File: config.mk
export PLATFORM = sky130hd
export DESIGN_NAME = dcf_flags
export DESIGN_NICKNAME = d
export VERILOG_FILES = /design/src/logic/README_unused.sv /design/src/logic/dcf_pkg.sv /design/src/logic/dcf_flags.sv
export VERILOG_INCLUDE_DIRS = /design/src /design/src/logic
export SDC_FILE = /design/constraint.sdc
export NUM_CORES = 1
export LEC_CHECK = 0
export BUFFER_PORTS_ARGS = -buffer_cell sky130_fd_sc_hd__buf_2
export CORE_UTILIZATION = 46
export CTS_CLUSTER_DIAMETER = 80
export DETAILED_ROUTE_END_ITERATION = 12
export PLACE_DENSITY = 0.72
export SETUP_SLACK_MARGIN = 0.5
export SLEW_MARGIN = 20
export SYNTH_ARGS = -nofsm -noshare
export SYNTH_HDL_FRONTEND = slang
export SYNTH_SLANG_ARGS = --single-unit
File: constraint.sdc
create_clock -name SYS_CLK -period 3.65 [get_ports SYS_CLK]
set_input_delay 0.365 -clock SYS_CLK [delete_from_list [all_inputs] [get_ports SYS_CLK]]
set_output_delay 0.365 -clock SYS_CLK [all_outputs]
set_load 0.005 [all_outputs]
File: src/logic/dcf_consts.svh
// constants for the dual-clock fifo status flag block
`ifndef DCF_CONSTS_SVH
`define DCF_CONSTS_SVH

// ----------------------------------------------------------------
// register map (byte addresses)
// ----------------------------------------------------------------
`define DCF_CTRL_ADDR 12'h000
`define DCF_STAT_ADDR 12'h004

// ----------------------------------------------------------------
// control register fields
// ----------------------------------------------------------------
`define DCF_CTRL_THR_LSB 0
`define DCF_CTRL_THR_MSB 9
`define DCF_CTRL_DSEL_LSB 10
`define DCF_CTRL_DSEL_MSB 11
`define DCF_CTRL_CASC_BIT 12

// ----------------------------------------------------------------
// status register fields
// ----------------------------------------------------------------
`define DCF_STAT_CNT_LSB 0
`define DCF_STAT_CNT_MSB 11
`define DCF_STAT_EF_BIT 12
`define DCF_STAT_AF_BIT 13
`define DCF_STAT_HF_BIT 14

// ----------------------------------------------------------------
// reset values and depth codes
// ----------------------------------------------------------------
`define DCF_THR_RESET 10'h010
`define DCF_DSEL_512 2'h0
`define DCF_DSEL_1024 2'h1
`define DCF_DSEL_2048 2'h2
`define DCF_DSEL_RESET 2'h2
`define DCF_DEPTH_512 12'h200
`define DCF_DEPTH_1024 12'h400
`define DCF_DEPTH_2048 12'h800

`endif

File: src/logic/README_unused.sv
// intentionally empty design unit list
`timescale 1ns/1ps
`default_nettype none
`default_nettype wire

File: src/logic/dcf_pkg.sv
// types for the dual-clock fifo status flag block
`default_nettype none

package dcf_pkg;

    // ------------------------------------------------------------
    // whole state of the block
    // ------------------------------------------------------------
    typedef struct packed {
        logic rck_s1;
        logic rck_s2;
        logic rck_s3;
        logic wck_s1;
        logic wck_s2;
        logic wck_s3;
        logic ren_n_s1;
        logic ren_n_s2;
        logic wen_n_s1;
        logic wen_n_s2;
        logic [11:0] cnt;
        logic rd_empty;
        logic rd_ae;
        logic wr_full;
        logic wr_af;
        logic wr_half;
        logic ef_n;
        logic af_n;
        logic hf_n;
        logic [9:0] thr;
        logic [1:0] dsel;
        logic casc;
        logic [31:0] prdata;
        logic pslverr;
    } dcf_state_t;

endpackage : dcf_pkg

`default_nettype wire

File: src/logic/dcf_flags.sv
// status flag logic of an 18-bit dual-clock fifo with apb control
`timescale 1ns/1ps
`default_nettype none
`include "dcf_consts.svh"

module dcf_flags
    import dcf_pkg::*;
(
    // system
    input wire logic SYS_CLK,
    input wire logic RST,
    // fifo side pins, asynchronous to SYS_CLK
    input wire logic READ_CLOCK,
    input wire logic WRITE_CLOCK,
    input wire logic READ_ENABLE_N,
    input wire logic WRITE_ENABLE_N,
    // status outputs
    output logic EMPTY_FULL_FLAG_N,
    output logic ALMOST_FLAG_N,
    output logic HALF_FULL_N,
    // apb slave
    input wire logic PSEL,
    input wire logic PENABLE,
    input wire logic PWRITE,
    input wire logic [11:0] PADDR,
    input wire logic [31:0] PWDATA,
    output logic [31:0] PRDATA,
    output logic PREADY,
    output logic PSLVERR
);

    // ------------------------------------------------------------
    // helpers
    // ------------------------------------------------------------
    function automatic logic [11:0] depth_of(input logic [1:0] sel);
        case (sel)
            `DCF_DSEL_512: depth_of = `DCF_DEPTH_512;
            `DCF_DSEL_1024: depth_of = `DCF_DEPTH_1024;
            default: depth_of = `DCF_DEPTH_2048;
        endcase
    endfunction : depth_of

    dcf_state_t s_q;
    dcf_state_t s_d;
    logic r_edge;
    logic w_edge;
    logic r_do;
    logic w_do;
    logic [11:0] depth;
    logic [11:0] thr12;
    logic apb_acc;
    logic ctrl_wr;

    assign depth = depth_of(s_q.dsel);
    assign thr12 = {2'h0, s_q.thr};
    // edges seen on the synchronised level, never on the first flop
    assign r_edge = s_q.rck_s2 & ~s_q.rck_s3;
    assign w_edge = s_q.wck_s2 & ~s_q.wck_s3;
    // flags, not the true count, gate transfers: a latent edge only
    // refreshes the flag
    assign r_do = r_edge & ~s_q.ren_n_s2 & ~s_q.rd_empty;
    assign w_do = w_edge & ~s_q.wen_n_s2 & ~s_q.wr_full;
    assign apb_acc = PSEL & PENABLE;
    assign ctrl_wr = apb_acc & PWRITE & (PADDR == `DCF_CTRL_ADDR);

    // ------------------------------------------------------------
    // next state
    // ------------------------------------------------------------
    always_comb
    begin
        s_d = s_q;
        s_d.rck_s1 = READ_CLOCK;
        s_d.rck_s2 = s_q.rck_s1;
        s_d.rck_s3 = s_q.rck_s2;
        s_d.wck_s1 = WRITE_CLOCK;
        s_d.wck_s2 = s_q.wck_s1;
        s_d.wck_s3 = s_q.wck_s2;
        s_d.ren_n_s1 = READ_ENABLE_N;
        s_d.ren_n_s2 = s_q.ren_n_s1;
        s_d.wen_n_s1 = WRITE_ENABLE_N;
        s_d.wen_n_s2 = s_q.wen_n_s1;

        // both sides may move the count in one cycle
        s_d.cnt = s_q.cnt + {11'h000, w_do} - {11'h000, r_do};

        // same-cycle opposite edges are counted in: one legal skew case
        if (r_edge)
        begin
            // every read edge re-evaluates, enabled or not
            s_d.rd_empty = (s_d.cnt == 12'h000);
            s_d.rd_ae = (s_d.cnt <= thr12);
        end
        if (w_edge)
        begin
            // every write edge re-evaluates
            s_d.wr_full = (s_d.cnt == depth);
            s_d.wr_af = (s_d.cnt >= depth - thr12);
            s_d.wr_half = (s_d.cnt > {1'b0, depth[11:1]});
        end

        // stale side keeps its last decision until its own edge
        s_d.ef_n = ~(s_d.rd_empty | s_d.wr_full);
        s_d.af_n = s_d.casc |
            ~(s_d.rd_empty | s_d.rd_ae | s_d.wr_af | s_d.wr_full);
        s_d.hf_n = ~s_d.wr_half;

        // apb: zero wait states, unmapped address answers an error
        s_d.pslverr = 1'b0;
        if (PSEL & ~PENABLE)
        begin
            s_d.prdata = 32'h0000_0000;
            case (PADDR)
                `DCF_CTRL_ADDR:
                begin
                    s_d.prdata[`DCF_CTRL_THR_MSB:`DCF_CTRL_THR_LSB] = s_q.thr;
                    s_d.prdata[`DCF_CTRL_DSEL_MSB:`DCF_CTRL_DSEL_LSB] =
                        s_q.dsel;
                    s_d.prdata[`DCF_CTRL_CASC_BIT] = s_q.casc;
                end
                `DCF_STAT_ADDR:
                begin
                    s_d.prdata[`DCF_STAT_CNT_MSB:`DCF_STAT_CNT_LSB] = s_q.cnt;
                    s_d.prdata[`DCF_STAT_EF_BIT] = s_q.ef_n;
                    s_d.prdata[`DCF_STAT_AF_BIT] = s_q.af_n;
                    s_d.prdata[`DCF_STAT_HF_BIT] = s_q.hf_n;
                end
                default: s_d.pslverr = 1'b1;
            endcase
            if (PWRITE)
            begin
                s_d.prdata = 32'h0000_0000;
                s_d.pslverr = (PADDR != `DCF_CTRL_ADDR) &
                    (PADDR != `DCF_STAT_ADDR);
            end
        end
        else if (apb_acc)
        begin
            s_d.pslverr = s_q.pslverr;
            if (ctrl_wr)
            begin
                // threshold change applies at the next flag update
                s_d.thr = PWDATA[`DCF_CTRL_THR_MSB:`DCF_CTRL_THR_LSB];
                s_d.dsel = PWDATA[`DCF_CTRL_DSEL_MSB:`DCF_CTRL_DSEL_LSB];
                s_d.casc = PWDATA[`DCF_CTRL_CASC_BIT];
            end
        end
    end

    // ------------------------------------------------------------
    // state register
    // ------------------------------------------------------------
    always_ff @(posedge SYS_CLK or posedge RST)
    begin
        if (RST)
        begin
            s_q <= '0;
            s_q.rd_empty <= 1'b1;
            s_q.ren_n_s1 <= 1'b1;
            s_q.ren_n_s2 <= 1'b1;
            s_q.wen_n_s1 <= 1'b1;
            s_q.wen_n_s2 <= 1'b1;
            s_q.hf_n <= 1'b1;
            s_q.thr <= `DCF_THR_RESET;
            s_q.dsel <= `DCF_DSEL_RESET;
        end
        else
        begin
            s_q <= s_d;
        end
    end

    assign EMPTY_FULL_FLAG_N = s_q.ef_n;
    assign ALMOST_FLAG_N = s_q.af_n;
    assign HALF_FULL_N = s_q.hf_n;
    assign PRDATA = s_q.prdata;
    assign PREADY = 1'b1;
    assign PSLVERR = s_q.pslverr & apb_acc;

    // ------------------------------------------------------------
    // checks
    // ------------------------------------------------------------
    property p_hold_between_edges;
        @(posedge SYS_CLK) disable iff (RST)
        (!r_edge && !w_edge && !ctrl_wr)
        |=> $stable({s_q.ef_n, s_q.af_n, s_q.hf_n});
    endproperty
    a_hold_between_edges: assert property (p_hold_between_edges)
        else $error("flag outputs moved without a clock edge");

    property p_empty_only_on_read;
        @(posedge SYS_CLK) disable iff (RST)
        !r_edge |=> $stable({s_q.rd_empty, s_q.rd_ae});
    endproperty
    a_empty_only_on_read: assert property (p_empty_only_on_read)
        else $error("empty side flag changed without read edge");

    property p_full_only_on_write;
        @(posedge SYS_CLK) disable iff (RST)
        !w_edge |=> $stable({s_q.wr_full, s_q.wr_af, s_q.wr_half});
    endproperty
    a_full_only_on_write: assert property (p_full_only_on_write)
        else $error("full side flag changed without write edge");

    property p_last_read_empty;
        @(posedge SYS_CLK) disable iff (RST)
        (r_do && !w_do && s_q.cnt == 12'h001 && !s_q.wr_full)
        |=> (s_q.ef_n == 1'b0 && s_q.af_n == s_q.casc && s_q.rd_empty);
    endproperty
    a_last_read_empty: assert property (p_last_read_empty)
        else $error("reading last word did not show empty");

    property p_latent_read;
        @(posedge SYS_CLK) disable iff (RST)
        (r_edge && s_q.rd_empty && !w_edge)
        |=> (s_q.cnt == $past(s_q.cnt));
    endproperty
    a_latent_read: assert property (p_latent_read)
        else $error("latent read edge changed the count");

    property p_latent_write;
        @(posedge SYS_CLK) disable iff (RST)
        (w_edge && s_q.wr_full && !r_edge)
        |=> (s_q.cnt == $past(s_q.cnt));
    endproperty
    a_latent_write: assert property (p_latent_write)
        else $error("latent write edge changed the count");

    property p_write_to_full;
        @(posedge SYS_CLK) disable iff (RST)
        (w_do && !r_do && s_q.cnt == depth - 12'h001)
        |=> (s_q.wr_full && !s_q.ef_n && !s_q.hf_n);
    endproperty
    a_write_to_full: assert property (p_write_to_full)
        else $error("write to last free word did not show full");

    property p_casc_almost;
        @(posedge SYS_CLK) disable iff (RST)
        (s_q.casc && $stable(s_q.casc)) |-> s_q.af_n;
    endproperty
    a_casc_almost: assert property (p_casc_almost)
        else $error("almost flag driven while cascaded");

    property p_zero_thr;
        @(posedge SYS_CLK) disable iff (RST)
        (r_edge && s_q.thr == 10'h000 && s_d.cnt != 12'h000)
        |=> !s_q.rd_ae;
    endproperty
    a_zero_thr: assert property (p_zero_thr)
        else $error("almost empty with zero threshold");

    property p_count_bound;
        @(posedge SYS_CLK) disable iff (RST)
        1'b1 |-> (s_q.cnt <= `DCF_DEPTH_2048);
    endproperty
    a_count_bound: assert property (p_count_bound)
        else $error("count overflowed");

    property p_read_moves_count;
        @(posedge SYS_CLK) disable iff (RST)
        (r_do && !w_do) |=> (s_q.cnt == $past(s_q.cnt) - 12'h001);
    endproperty
    a_read_moves_count: assert property (p_read_moves_count)
        else $error("enabled read did not lower the count");

    property p_write_moves_count;
        @(posedge SYS_CLK) disable iff (RST)
        (w_do && !r_do) |=> (s_q.cnt == $past(s_q.cnt) + 12'h001);
    endproperty
    a_write_moves_count: assert property (p_write_moves_count)
        else $error("enabled write did not raise the count");

    property p_disabled_read;
        @(posedge SYS_CLK) disable iff (RST)
        (r_edge && s_q.ren_n_s2 && !w_do) |=> $stable(s_q.cnt);
    endproperty
    a_disabled_read: assert property (p_disabled_read)
        else $error("disabled read edge changed the count");

    property p_disabled_write;
        @(posedge SYS_CLK) disable iff (RST)
        (w_edge && s_q.wen_n_s2 && !r_do) |=> $stable(s_q.cnt);
    endproperty
    a_disabled_write: assert property (p_disabled_write)
        else $error("disabled write edge changed the count");

    property p_latent_read_clears;
        @(posedge SYS_CLK) disable iff (RST)
        (r_edge && s_q.rd_empty && s_q.cnt != 12'h000) |=> !s_q.rd_empty;
    endproperty
    a_latent_read_clears: assert property (p_latent_read_clears)
        else $error("latent read edge did not leave empty");

    property p_latent_write_clears;
        @(posedge SYS_CLK) disable iff (RST)
        (w_edge && s_q.wr_full && !r_do && s_q.cnt != depth)
        |=> !s_q.wr_full;
    endproperty
    a_latent_write_clears: assert property (p_latent_write_clears)
        else $error("latent write edge did not leave full");

    property p_no_underflow;
        @(posedge SYS_CLK) disable iff (RST)
        r_do |-> (s_q.cnt != 12'h000);
    endproperty
    a_no_underflow: assert property (p_no_underflow)
        else $error("read taken from an empty store");

    property p_count_needs_edge;
        @(posedge SYS_CLK) disable iff (RST)
        (!r_edge && !w_edge) |=> $stable(s_q.cnt);
    endproperty
    a_count_needs_edge: assert property (p_count_needs_edge)
        else $error("count moved without a clock edge");

    property p_both_moves;
        @(posedge SYS_CLK) disable iff (RST)
        (r_do && w_do) |=> $stable(s_q.cnt);
    endproperty
    a_both_moves: assert property (p_both_moves)
        else $error("same cycle read and write lost a word");

    property p_read_reevaluates;
        @(posedge SYS_CLK) disable iff (RST)
        r_edge |=> (s_q.rd_empty == (s_q.cnt == 12'h000));
    endproperty
    a_read_reevaluates: assert property (p_read_reevaluates)
        else $error("empty flag stale after read edge");

    property p_write_reevaluates;
        @(posedge SYS_CLK) disable iff (RST)
        (w_edge && !ctrl_wr) |=> (s_q.wr_full == (s_q.cnt == depth));
    endproperty
    a_write_reevaluates: assert property (p_write_reevaluates)
        else $error("full flag stale after write edge");

endmodule : dcf_flags

`default_nettype wire

==> out/metrics.yaml, run 1 <==
synth:
  synth_warnings: 0
  async_flop_share_pct: 100
  synth_area_per_cell_um2: 10.1
  synth_sequential_area_ratio_pct: 37.6
  syn_inst: 390
  synth_edf_count: 0
  synthFlopType: "dfrtp_1"
  yosysUniqueCellTypes: 63
  synth-seq-cells: 59
  synth_area_mm2: 0.00396
setup_path:
  cp.required_ns: 3.89
  crit_type: "flip-flop to flip-flop"
  timing.rr.start: "s_q[70]$_DFF_PP0_"
  start_kind: "flip-flop"
  r2r_setup_slack_ns: -0.28
  worstPathArrival_ns: 4.17
  crit_path_end_kind: "flip-flop"
  ff2ff_path_depth: 17
  r2r-end: "s_q[49]$_DFF_PP0_"
  crit_fanout: 3
placed_design:
  place_worst_setup_slack_ns: -0.270
  numPortBuffers: 52
  dp_cells: 549
  place_hpwl_um: 6290
  place.gp.congestion: 0.847
clocking:
  clock_sinks: 59
  clock_latency_ns: 0.35
  path_clk_slew_ns: 0.08
  cts.path.max_buffers: 2
  cts_tree: "built"
  ctsHoldBuffers: 0
  htreeDepth: 3
  cts_made_buffers: 9
  cts_root_buf: "clkbuf_8"
global_route:
  grt_pass1_vias: 2953
  gr-usage-all-layers_pct: 20.9
  grt_max_degree: 60
  grt_pass1_wl_um: 14200
  antenna_found_initial: 0
  grt.overflow.total: 0
detailed_routing:
  wl_per_cell_um: 15.2
  ant_nets: 0
  drtIter0Drc: 159
  viasPerCell: 5.35
  vias: 3052
  drc: 0
  wl_um: 8670
  dr.pass1.iters: 4
timing:
  finalHoldViolCount: 0
  layout_min_cycle_time_ns: 3.93
  worst_pin_slew_ns: 0.817
  relSlewSlack_pct: 45.4
  rsz0062_at_grt: "yes"
  skew_ns: 0.00798
  worst_slack_ns: -0.282
  whs_ns: 0.111
  setup_violations: 7
  period_share_pct: 108
  drv_slew: 0
  fmax_mhz: 254
min_path:
  min_path_type: "primary input to flip-flop"
  holdPathEnd: "s_d[66]$_DFF_PP1_"
  hold_start: "WRITE_ENABLE_N"
  hold_path_depth: 1
floorplanning:
  start_util_pct: 47.9
  die_h_um: 94.7
  core-area_mm2: 0.00826
  die_width_um: 94.7
  rows: 33
  die_area_mm2: 0.00898
  io_pins: 90
run:
  cap_violations: 0
power:
  vdd_ir_drop_max_mv: 0.484
  leakagePower_nw: 2.35
  powerDensity_mw_per_mm2: 1200
layout:
  layout_commonest_cell: "buf_2"
  drive_gt1_share_pct: 35.8
  layout_common_cells: "buf_2, dfrtp_1, ha_1"
  syn2layout_area_growth_pct: 22.5
  stdcell_count: 571
  n_fill_cell: 677
  final_nets: 552
  diodes: 0
outcome:
  status: "finished, violations left"
  violations: "negative setup slack"
-- synthesized netlist by cell type, types with 2 or more instances --
library cell | instances | area (µm²)
dfrtp_1 | 51 | 1280
ha_1 | 37 | 463
buf_4 | 33 | 248
inv_1 | 31 | 116
nand2_1 | 26 | 97.6
o21ai_0 | 21 | 105
mux2i_1 | 15 | 150
mux2_2 | 14 | 158
nor2_1 | 13 | 48.8
xnor2_1 | 11 | 96.3
nor3_1 | 10 | 50.1
a21oi_1 | 8 | 40.0
dfstp_2 | 8 | 210
a211oi_1 | 7 | 52.6
a21o_1 | 7 | 52.6
clkbuf_1 | 6 | 22.5
nand3_1 | 6 | 30.0
o21a_1 | 6 | 45.0
nand2b_1 | 5 | 31.3
nor2b_1 | 5 | 31.3
and3_1 | 4 | 25.0
or3_1 | 4 | 25.0
a31oi_1 | 3 | 18.8
and2_1 | 3 | 18.8
nand4_1 | 3 | 18.8
nor4_1 | 3 | 18.8
o21bai_1 | 3 | 22.5
xor2_1 | 3 | 26.3
a2111oi_4 | 2 | 55.1
a211oi_2 | 2 | 25.0
a32o_1 | 2 | 20.0
conb_1 | 2 | 7.51
nor3b_1 | 2 | 15.0
o211a_1 | 2 | 20.0
o211ai_1 | 2 | 15.0
o31ai_1 | 2 | 15.0
or2_2 | 2 | 12.5
-- cell type report --
| cell class | count | area (µm²) | share of cell area, % |
|---|---|---|---|
| clock buffers | 9 | 124 | 2.56 |
| clock inverters | 7 | 100 | 2.07 |
| inverters | 31 | 116 | 2.40 |
| multi-input cells | 276 | 2370 | 49.0 |
| flip-flops and latches | 59 | 1490 | 30.7 |
| well taps | 105 | 131 | 2.71 |
| repair buffers | 84 | 515 | 10.6 |
-- flip-flops by register name, summed over array words and instances (netlist names) --
| signal | count |
|---|---|
| s_q | 35 |
| PRDATA | 15 |
| s_d | 6 |
| ALMOST_FLAG_N | 1 |
| EMPTY_FULL_FLAG_N | 1 |
| HALF_FULL_N | 1 |
-- logic make-up after synthesis --
group	share of synthesized area [%]
compound gates	16.0
xor+xnor	3.67
buf+inv	10.1
flops	37.6
other cells	0.190
simple gates	12.5
mux	7.78
fa+ha+maj	12.2
-- worst max-delay path, stage by stage (launching register included) --
cell,delay (ns)
dfrtp_1,0.39
nand2b_4,0.14
or3_1,0.31
ha_1,0.30
inv_2,0.05
ha_4,0.15
fa_2,0.35
a21o_4,0.24
a2111oi_4,0.35
buf_4,0.18
buf_6,0.09
or3_4,0.11
nand3_4,0.11
ha_4,0.30
nand2_2,0.04
nor4bb_2,0.26
o21bai_1,0.15
mux2_4,0.27
-- power breakdown --
group | internal [mW] | total (mW) | switching [mW]
Clock | 0.389 | 0.677 | 0.288
Combinational | 2.07 | 4.28 | 2.21
Sequential | 0.775 | 0.848 | 0.0727
Total | 3.24 | 5.81 | 2.57
-- through the flow --
step | setup TNS, ns | power, mW | util (%) | cell area (µm²)
after floorplan | 0 | 3.34 | - | 4110
after global placement | -0.770 | 4.31 | 53.5 | 4420
after detailed placement | -0.850 | 4.40 | 53.5 | 4420
after CTS | -0.791 | 5.51 | 58.0 | 4790
after global routing | -2.15 | 6.27 | 58.7 | 4850
final | -1.09 | 5.81 | 58.7 | 4850
-- worst max-delay path by stage --
| stage | start | end | slack (ns) | cells past startpoint |
|---|---|---|---|---|
| after floorplan | s_q[70]$_DFF_PP0_ | ALMOST_FLAG_N$_DFF_PP0_ | 0.002 | 17 |
| after global placement | s_q[70]$_DFF_PP0_ | ALMOST_FLAG_N$_DFF_PP0_ | -0.27 | 18 |
| after detailed placement | s_q[70]$_DFF_PP0_ | ALMOST_FLAG_N$_DFF_PP0_ | -0.27 | 18 |
| after CTS | s_q[70]$_DFF_PP0_ | ALMOST_FLAG_N$_DFF_PP0_ | -0.26 | 17 |
| after global routing | s_q[70]$_DFF_PP0_ | ALMOST_FLAG_N$_DFF_PP0_ | -0.44 | 17 |
| final | s_q[70]$_DFF_PP0_ | s_q[49]$_DFF_PP0_ | -0.28 | 17 |
-- repair_timing --
| action | in CTS | in global routing |
|---|---|---|
| gates resized for setup | 23 | 9 |
| pin swaps | 20 | 9 |
| gates cloned | 0 | 0 |
| endpoints found under the hold margin | 0 | 0 |
| endpoints found under the setup margin | 8 | 8 |
| setup buffers | 3 | 3 |
-- metal layers --
| layer | global-route usage, % | vias up | share of wire (%) |
|---|---|---|---|
| met2 | 33.9 | 72 | 48 |
| met1 | 27.2 | 1475 | 46 |
| met3 | 4.43 | 20 | 4.4 |
| li1 | - | 1485 | - |
| met5 | 0 | - | 0 |
| met4 | 8.21 | 0 | 1.8 |
(Power assumes the default switching activity.)
==> run 2, diff against run 1 <==
--- a/config.mk
+++ b/config.mk
@@ -7,10 +7,12 @@
 export NUM_CORES = 1
 export LEC_CHECK = 0
 export BUFFER_PORTS_ARGS = -buffer_cell sky130_fd_sc_hd__buf_2
-export CORE_UTILIZATION = 46
+export CELL_PAD_IN_SITES_DETAIL_PLACEMENT = 1
+export CELL_PAD_IN_SITES_GLOBAL_PLACEMENT = 1
+export CORE_UTILIZATION = 38
 export CTS_CLUSTER_DIAMETER = 80
 export DETAILED_ROUTE_END_ITERATION = 12
-export PLACE_DENSITY = 0.72
+export PLACE_DENSITY = 0.85
 export SETUP_SLACK_MARGIN = 0.5
 export SLEW_MARGIN = 20
 export SYNTH_ARGS = -nofsm -noshare
==> run 2 against run 1 <==
  * The flow still finishes with violations (negative setup slack)
  * Hold slack worse by 0.033 ns
  * Critical endpoint is now ALMOST_FLAG_N$_DFF_PP0_
  * Final area up 2.4%
  * Cell count up 6.0%
  * Non-clock buffer count up 6
  * Largest cell class unchanged
  * Flip-flop and latch count unchanged
  * Global-route usage up 2.5 points
==> out/metrics.yaml, run 2 (synthesis gave the netlist of run 1 again) <==
clocking:
  cts_root_buf: "clkbuf_8"
  clock_sinks: 59
  htreeDepth: 3
  path_clk_slew_ns: 0.07
  cts_tree: "built"
  clock_latency_ns: 0.36
  cts.path.max_buffers: 2
  cts_made_buffers: 9
timing:
  fin_setup_tns_ns: -2.58
  worst_pin_slew_ns: 0.875
  worst_slack_ns: -0.541
  period_share_pct: 115
  fmax_mhz: 239
  whs_ns: 0.0777
  drv_slew: 0
  rsz0062_at_grt: "yes"
  finalHoldViolCount: 0
  skew_ns: 0.00928
  layout_min_cycle_time_ns: 4.19
  relSlewSlack_pct: 41.5
  setup_violations: 8
setup_path:
  crit_fanout: 3
  path_cells: "nand2b_4, or3_4, ha_4, inv_2, ha_4, a211oi_4, o21ai_2, a2111oi_4, o21a_1, or2_1, ha_4, a211oi_2, nand2_1, o21ai_2, o21ai_2, o41ai_2"
  cp.required_ns: 3.91
  crit_type: "flip-flop to flip-flop"
  path_delay_family: "compound AO/OA/AOI/OAI gates"
  ff2ff_path_depth: 16
  critPathBufInv: 1
  cpPeakStageDelay_ns: 0.46
  start_kind: "flip-flop"
  crit_path_end_kind: "flip-flop"
  worst_path_max_delay_cell: "a2111oi_4"
  worstPathArrival_ns: 4.46
  cp.depth: 16
placed_design:
  place.gp.congestion: 0.909
  numPortBuffers: 52
  dp_cells: 581
  place_hpwl_um: 8200
layout:
  syn2layout_area_growth_pct: 25.4
  top_register: "s_q"
  drive_gt1_share_pct: 37.7
  layout_common_cells: "buf_2, dfrtp_1, buf_4"
  layout_commonest_cell: "buf_2"
  final_nets: 558
  stdcell_count: 605
  n_fill_cell: 1115
  fin_util_pct: 50.1
  diodes: 0
  largest_reg_flops: 35
detailed_routing:
  dr.pass1.iters: 5
  wl_met2_um: 6650
  drtIter0Drc: 152
  highest_layer: "met4"
  ant_nets: 0
  viasPerCell: 5.62
  wl_met1_um: 5060
  wl_per_cell_um: 21.7
  drc: 0
  vias: 3399
  wl_met3_um: 715
  wl_um: 13200
global_route:
  grt_max_degree: 32
  grt_pass1_vias: 3661
  grt_pass1_wl_um: 19300
  antenna_found_initial: 0
  grt.overflow.total: 0
  gr-usage-all-layers_pct: 23.4
floorplanning:
  io_pins: 90
  rows: 36
  start_util_pct: 39.9
  die_h_um: 104
  core-area_mm2: 0.00991
  die_width_um: 104
  die_area_mm2: 0.0108
min_path:
  min_path_type: "primary input to asynchronous set/reset pin"
outcome:
  violations: "negative setup slack"
  status: "finished, violations left"
run:
  cap_violations: 0
run 2: worst register-to-register path, cell delays in order, from the launching register on:
cell       delay, ns
dfrtp_1         0.39
nand2b_4        0.15
or3_4           0.34
ha_4            0.17
inv_2           0.10
ha_4            0.22
a211oi_4        0.26
o21ai_2         0.14
a2111oi_4       0.47
o21a_1          0.24
or2_1           0.26
ha_4            0.27
a211oi_2        0.26
nand2_1         0.16
o21ai_2         0.25
o21ai_2         0.10
o41ai_2         0.32
run 2: cell type report:
| type | count | area (µm²) | area share, % |
|---|---|---|---|
| flip-flops and latches | 59 | 1490 | 30.0 |
| well taps | 133 | 166 | 3.35 |
| multi-input cells | 276 | 2410 | 48.5 |
| clock buffers | 11 | 141 | 2.85 |
| clock inverters | 5 | 86.3 | 1.74 |
| repair buffers | 90 | 557 | 11.2 |
| inverters | 31 | 116 | 2.35 |
run 2: path summary, 6_finish.rpt:
check	start	to	slack [ns]
min	RST	s_d[73]$_DFF_PP0_	0.08
max reg2reg	s_q[70]$_DFF_PP0_	ALMOST_FLAG_N$_DFF_PP0_	-0.54
min in group SYS_CLK	READ_ENABLE_N	s_d[68]$_DFF_PP1_	0.09
max	s_q[70]$_DFF_PP0_	ALMOST_FLAG_N$_DFF_PP0_	-0.54
max in group asynchronous	RST	HALF_FULL_N$_DFF_PP1_	2.68
min reg2reg	s_d[66]$_DFF_PP1_	s_q[66]$_DFF_PP1_	0.36
run 2: routing by layer:
layer | GRT usage, % | vias up
li1 | - | 1495
met1 | 26.3 | 1671
met2 | 40.9 | 171
met3 | 5.20 | 62
met4 | 13.5 | 0
met5 | 0 | -
run 2: repair_timing:
action                     in CTS  in global routing
gates resized for setup        17                 18
hold endpoints to repair        0                  0
pin swaps                      13                 12
hold buffers                    0                  0
setup buffers                   1                  7
setup endpoints to repair       8                  8
run 2: metrics by stage:
stage	setup WS [ns]	instance area [µm²]
floorplan	0.00174	4110
global placement	-0.245	4480
detailed placement	-0.390	4480
CTS	-0.278	4810
global route	-0.596	4960
finish	-0.541	4960
Power of run 2 is left out: the tool's default activity adds up to more than one toggle a clock period on the data nets, which glitch-free logic cannot reach.
==> run 3, diff against run 2 <==
--- a/config.mk
+++ b/config.mk
@@ -6,10 +6,11 @@
 export SDC_FILE = /design/constraint.sdc
 export NUM_CORES = 1
 export LEC_CHECK = 0
+export ABC_AREA = 1
 export BUFFER_PORTS_ARGS = -buffer_cell sky130_fd_sc_hd__buf_2
 export CELL_PAD_IN_SITES_DETAIL_PLACEMENT = 1
 export CELL_PAD_IN_SITES_GLOBAL_PLACEMENT = 1
-export CORE_UTILIZATION = 38
+export CORE_UTILIZATION = 36
 export CTS_CLUSTER_DIAMETER = 80
 export DETAILED_ROUTE_END_ITERATION = 12
 export PLACE_DENSITY = 0.85
==> run 3 against run 2 <==
  * The run now ends clean
  * Clock skew is 0.0023 ns higher
  * Flip-flop and latch count is the same
  * Count of clock-buffer cells in the layout is the same
  * Via count is 4.1% higher
  * Cell count grew 18%
  * Die area increased by 7.2%
  * First-iteration DRC count fell by 14%
  * Hold slack improved by 0.036 ns
  * Register-to-register slack better by 0.67 ns
  * Non-clock buffer count down 21
  * Synthesized area increased by 1.7%
  * Final area shrank 3.5%
==> out/metrics.yaml, run 3 <==
outcome:
  status: "complete, no violations"
min_path:
  min_path_type: "primary input to flip-flop"
  hold_path_depth: 1
  hold_start: "READ_ENABLE_N"
  holdPathEnd: "s_d[68]$_DFF_PP1_"
setup_path:
  r2r-end: "ALMOST_FLAG_N$_DFF_PP0_"
  crit_type: "flip-flop to flip-flop"
  worstPathArrival_ns: 3.76
  start_kind: "flip-flop"
  crit_path_end_kind: "flip-flop"
  cp.required_ns: 3.90
  ff2ff_path_depth: 26
  timing.rr.start: "s_d[70]$_DFF_PP0_"
  r2r_setup_slack_ns: 0.13
  crit_fanout: 3
clocking:
  cts_root_buf: "clkbuf_8"
  cts.path.max_buffers: 2
  cts_tree: "built"
  clock_latency_ns: 0.36
  path_clk_slew_ns: 0.07
  cts_made_buffers: 9
  clock_sinks: 59
  htreeDepth: 3
placed_design:
  place_worst_setup_slack_ns: -0.0326
  numPortBuffers: 52
  place_hpwl_um: 8410
  place.gp.congestion: 0.869
detailed_routing:
  wl_um: 11700
  drc: 0
  viasPerCell: 4.97
  dr.pass1.iters: 4
  wl_per_cell_um: 16.4
  vias: 3539
  ant_nets: 0
  drtIter0Drc: 130
layout:
  n_fill_cell: 1363
  drive_gt1_share_pct: 28.5
  largest_reg_flops: 35
  diodes: 0
  syn2layout_area_growth_pct: 19.1
  layout_common_cells: "nand2_1, inv_1, buf_2"
  layout_commonest_cell: "nand2_1"
  top_register: "s_q"
  final_nets: 658
synth:
  ys_top_cells_by_area: "dfrtp_1, ha_1, nand2_1, inv_1, buf_4"
  synthMuxAreaShare_pct: 0
  synth_common_cells: "nand2_1, inv_1, dfrtp_1"
  synth_warnings: 0
  synth_compound_area_share_pct: 9.98
  async_flop_share_pct: 100
  synth_top_family_by_area: "simple AND/OR/NAND/NOR gates"
  synth_area_mm2: 0.00402
  synth-seq-cells: 59
  synth_edf_count: 0
  yosysMostFrequentCell: "nand2_1"
  synth_fa_ha_area_share_pct: 12.0
  synth-xor-area-share_pct: 2.83
  post-synth-top-area-cell: "dfrtp_1"
  synth_top_area_share_pct: 31.7
  yosysUniqueCellTypes: 34
  synthFlopType: "dfrtp_1"
  synth_sequential_area_ratio_pct: 37.0
  synth_area_per_cell_um2: 7.89
  syn_inst: 510
  synthSimpleGateAreaFrac_pct: 23.3
power:
  vdd_ir_drop_max_mv: 0.408
  powerDensity_mw_per_mm2: 1040
  p_total_mw: 5.00
  leakagePower_nw: 2.54
floorplanning:
  io_pins: 90
  die_area_mm2: 0.0116
  start_util_pct: 37.1
  core-area_mm2: 0.0108
  rows: 38
  die_h_um: 108
  die_width_um: 108
global_route:
  grt_max_degree: 38
  gr-usage-all-layers_pct: 20.0
  grt_pass1_wl_um: 17700
  grt.overflow.total: 0
  antenna_found_initial: 0
  grt_pass1_vias: 3796
timing:
  whs_ns: 0.113
  layout_min_cycle_time_ns: 3.52
  rsz0062_at_grt: "yes"
  drv_slew: 0
  worst_slack_ns: 0.133
  skew_ns: 0.0115
  finalHoldViolCount: 0
  relSlewSlack_pct: 34.0
  period_share_pct: 96.3
  setup_violations: 0
  worst_pin_slew_ns: 0.986
  fmax_mhz: 284
run:
  cap_violations: 0
-- run 3: cell types whose count changed after synthesis, sizes merged, moves of 11 or more --
cell / delta
xnor2: -11
a21oi: +18
mux2i: -15
o21ai: -14
inv: +55
nand2: +85
nor2: +39
nand3: +16
mux2: -14
a22o: +13
-- run 3: repair_timing --
action                     in CTS  in global routing
pin swaps                      15                 16
setup buffers                   1                 10
gates resized for setup        18                 37
hold buffers                    0                  0
setup endpoints to repair       7                  7
-- run 3: cell type report --
type	instances	area, µm²	share of cell area [%]
Tap cell	140	175	3.66
Multi-Input combinational cell	342	2230	46.7
Clock buffer	11	141	2.95
Inverter	86	330	6.90
Sequential cell	59	1490	31.0
Clock inverter	5	30.0	0.627
Timing Repair Buffer	69	392	8.18
-- run 3: cells by family after synthesis --
logic type / Yosys count
simple gates: 210
compound gates: 63
buf+inv: 125
other cells: 2
fa+ha+maj: 38
xor+xnor: 13
flops: 59
-- run 3: per-stage QoR --
stage	area (µm²)	cells	setup TNS, ns	util (%)
6_report	4790	712	0	44.2
5_1_grt	4790	712	-0.111	44.2
4_1_cts	4540	702	0	41.9
3_5_place_dp	4300	685	-0.0326	39.6
3_3_place_gp	4300	685	0	39.6
2_1_floorplan	4090	526	0	-
-- run 3: power by group --
group	switching [mW]	total [mW]	internal [mW]
clock network	0.277	0.538	0.261
logic	2.24	3.62	1.38
registers	0.0692	0.841	0.772
total	2.58	5.00	2.42
-- run 3: metal layers --
metal	track usage [%]	up-vias	part of all wire, %
li1	-	1700	-
met1	23.8	1721	44
met2	34.2	96	49
met3	4.36	22	4.4
met4	9.10	0	2.8
met5	0	-	0
-- run 3: critical path, cell delays in order, from the launching register on --
cell and delay (ns):
dfrtp_1 0.34, inv_1 0.05, nor2_2 0.15, nand2_1 0.13, ha_4 0.30, inv_4 0.04
ha_4 0.16, fa_2 0.40, nand3_2 0.11, nand2_2 0.08, buf_4 0.14, xor2_2 0.16
ha_1 0.21, a21oi_2 0.22, nor2_4 0.06, nor2_1 0.11, nand2_1 0.07, nand2_1 0.07
nand2_1 0.05, nand2_1 0.07, nand2_1 0.07, nor2_2 0.10, nor2_2 0.06, nand3_1 0.09
nor2_1 0.05, nand2_1 0.06, nand2_1 0.05
-- run 3: how the worst max path moves through the flow --
stage	end	slack, ns	start	depth (start not counted)
floorplan	ALMOST_FLAG_N$_DFF_PP0_	0.53	s_q[70]$_DFF_PP0_	27
global placement	ALMOST_FLAG_N$_DFF_PP0_	0.22	s_d[73]$_DFF_PP0_	29
detailed placement	ALMOST_FLAG_N$_DFF_PP0_	-0.03	s_d[73]$_DFF_PP0_	26
CTS	ALMOST_FLAG_N$_DFF_PP0_	0.22	s_d[70]$_DFF_PP0_	28
global route	ALMOST_FLAG_N$_DFF_PP0_	-0.11	s_d[73]$_DFF_PP0_	27
finish	ALMOST_FLAG_N$_DFF_PP0_	0.13	s_d[70]$_DFF_PP0_	26
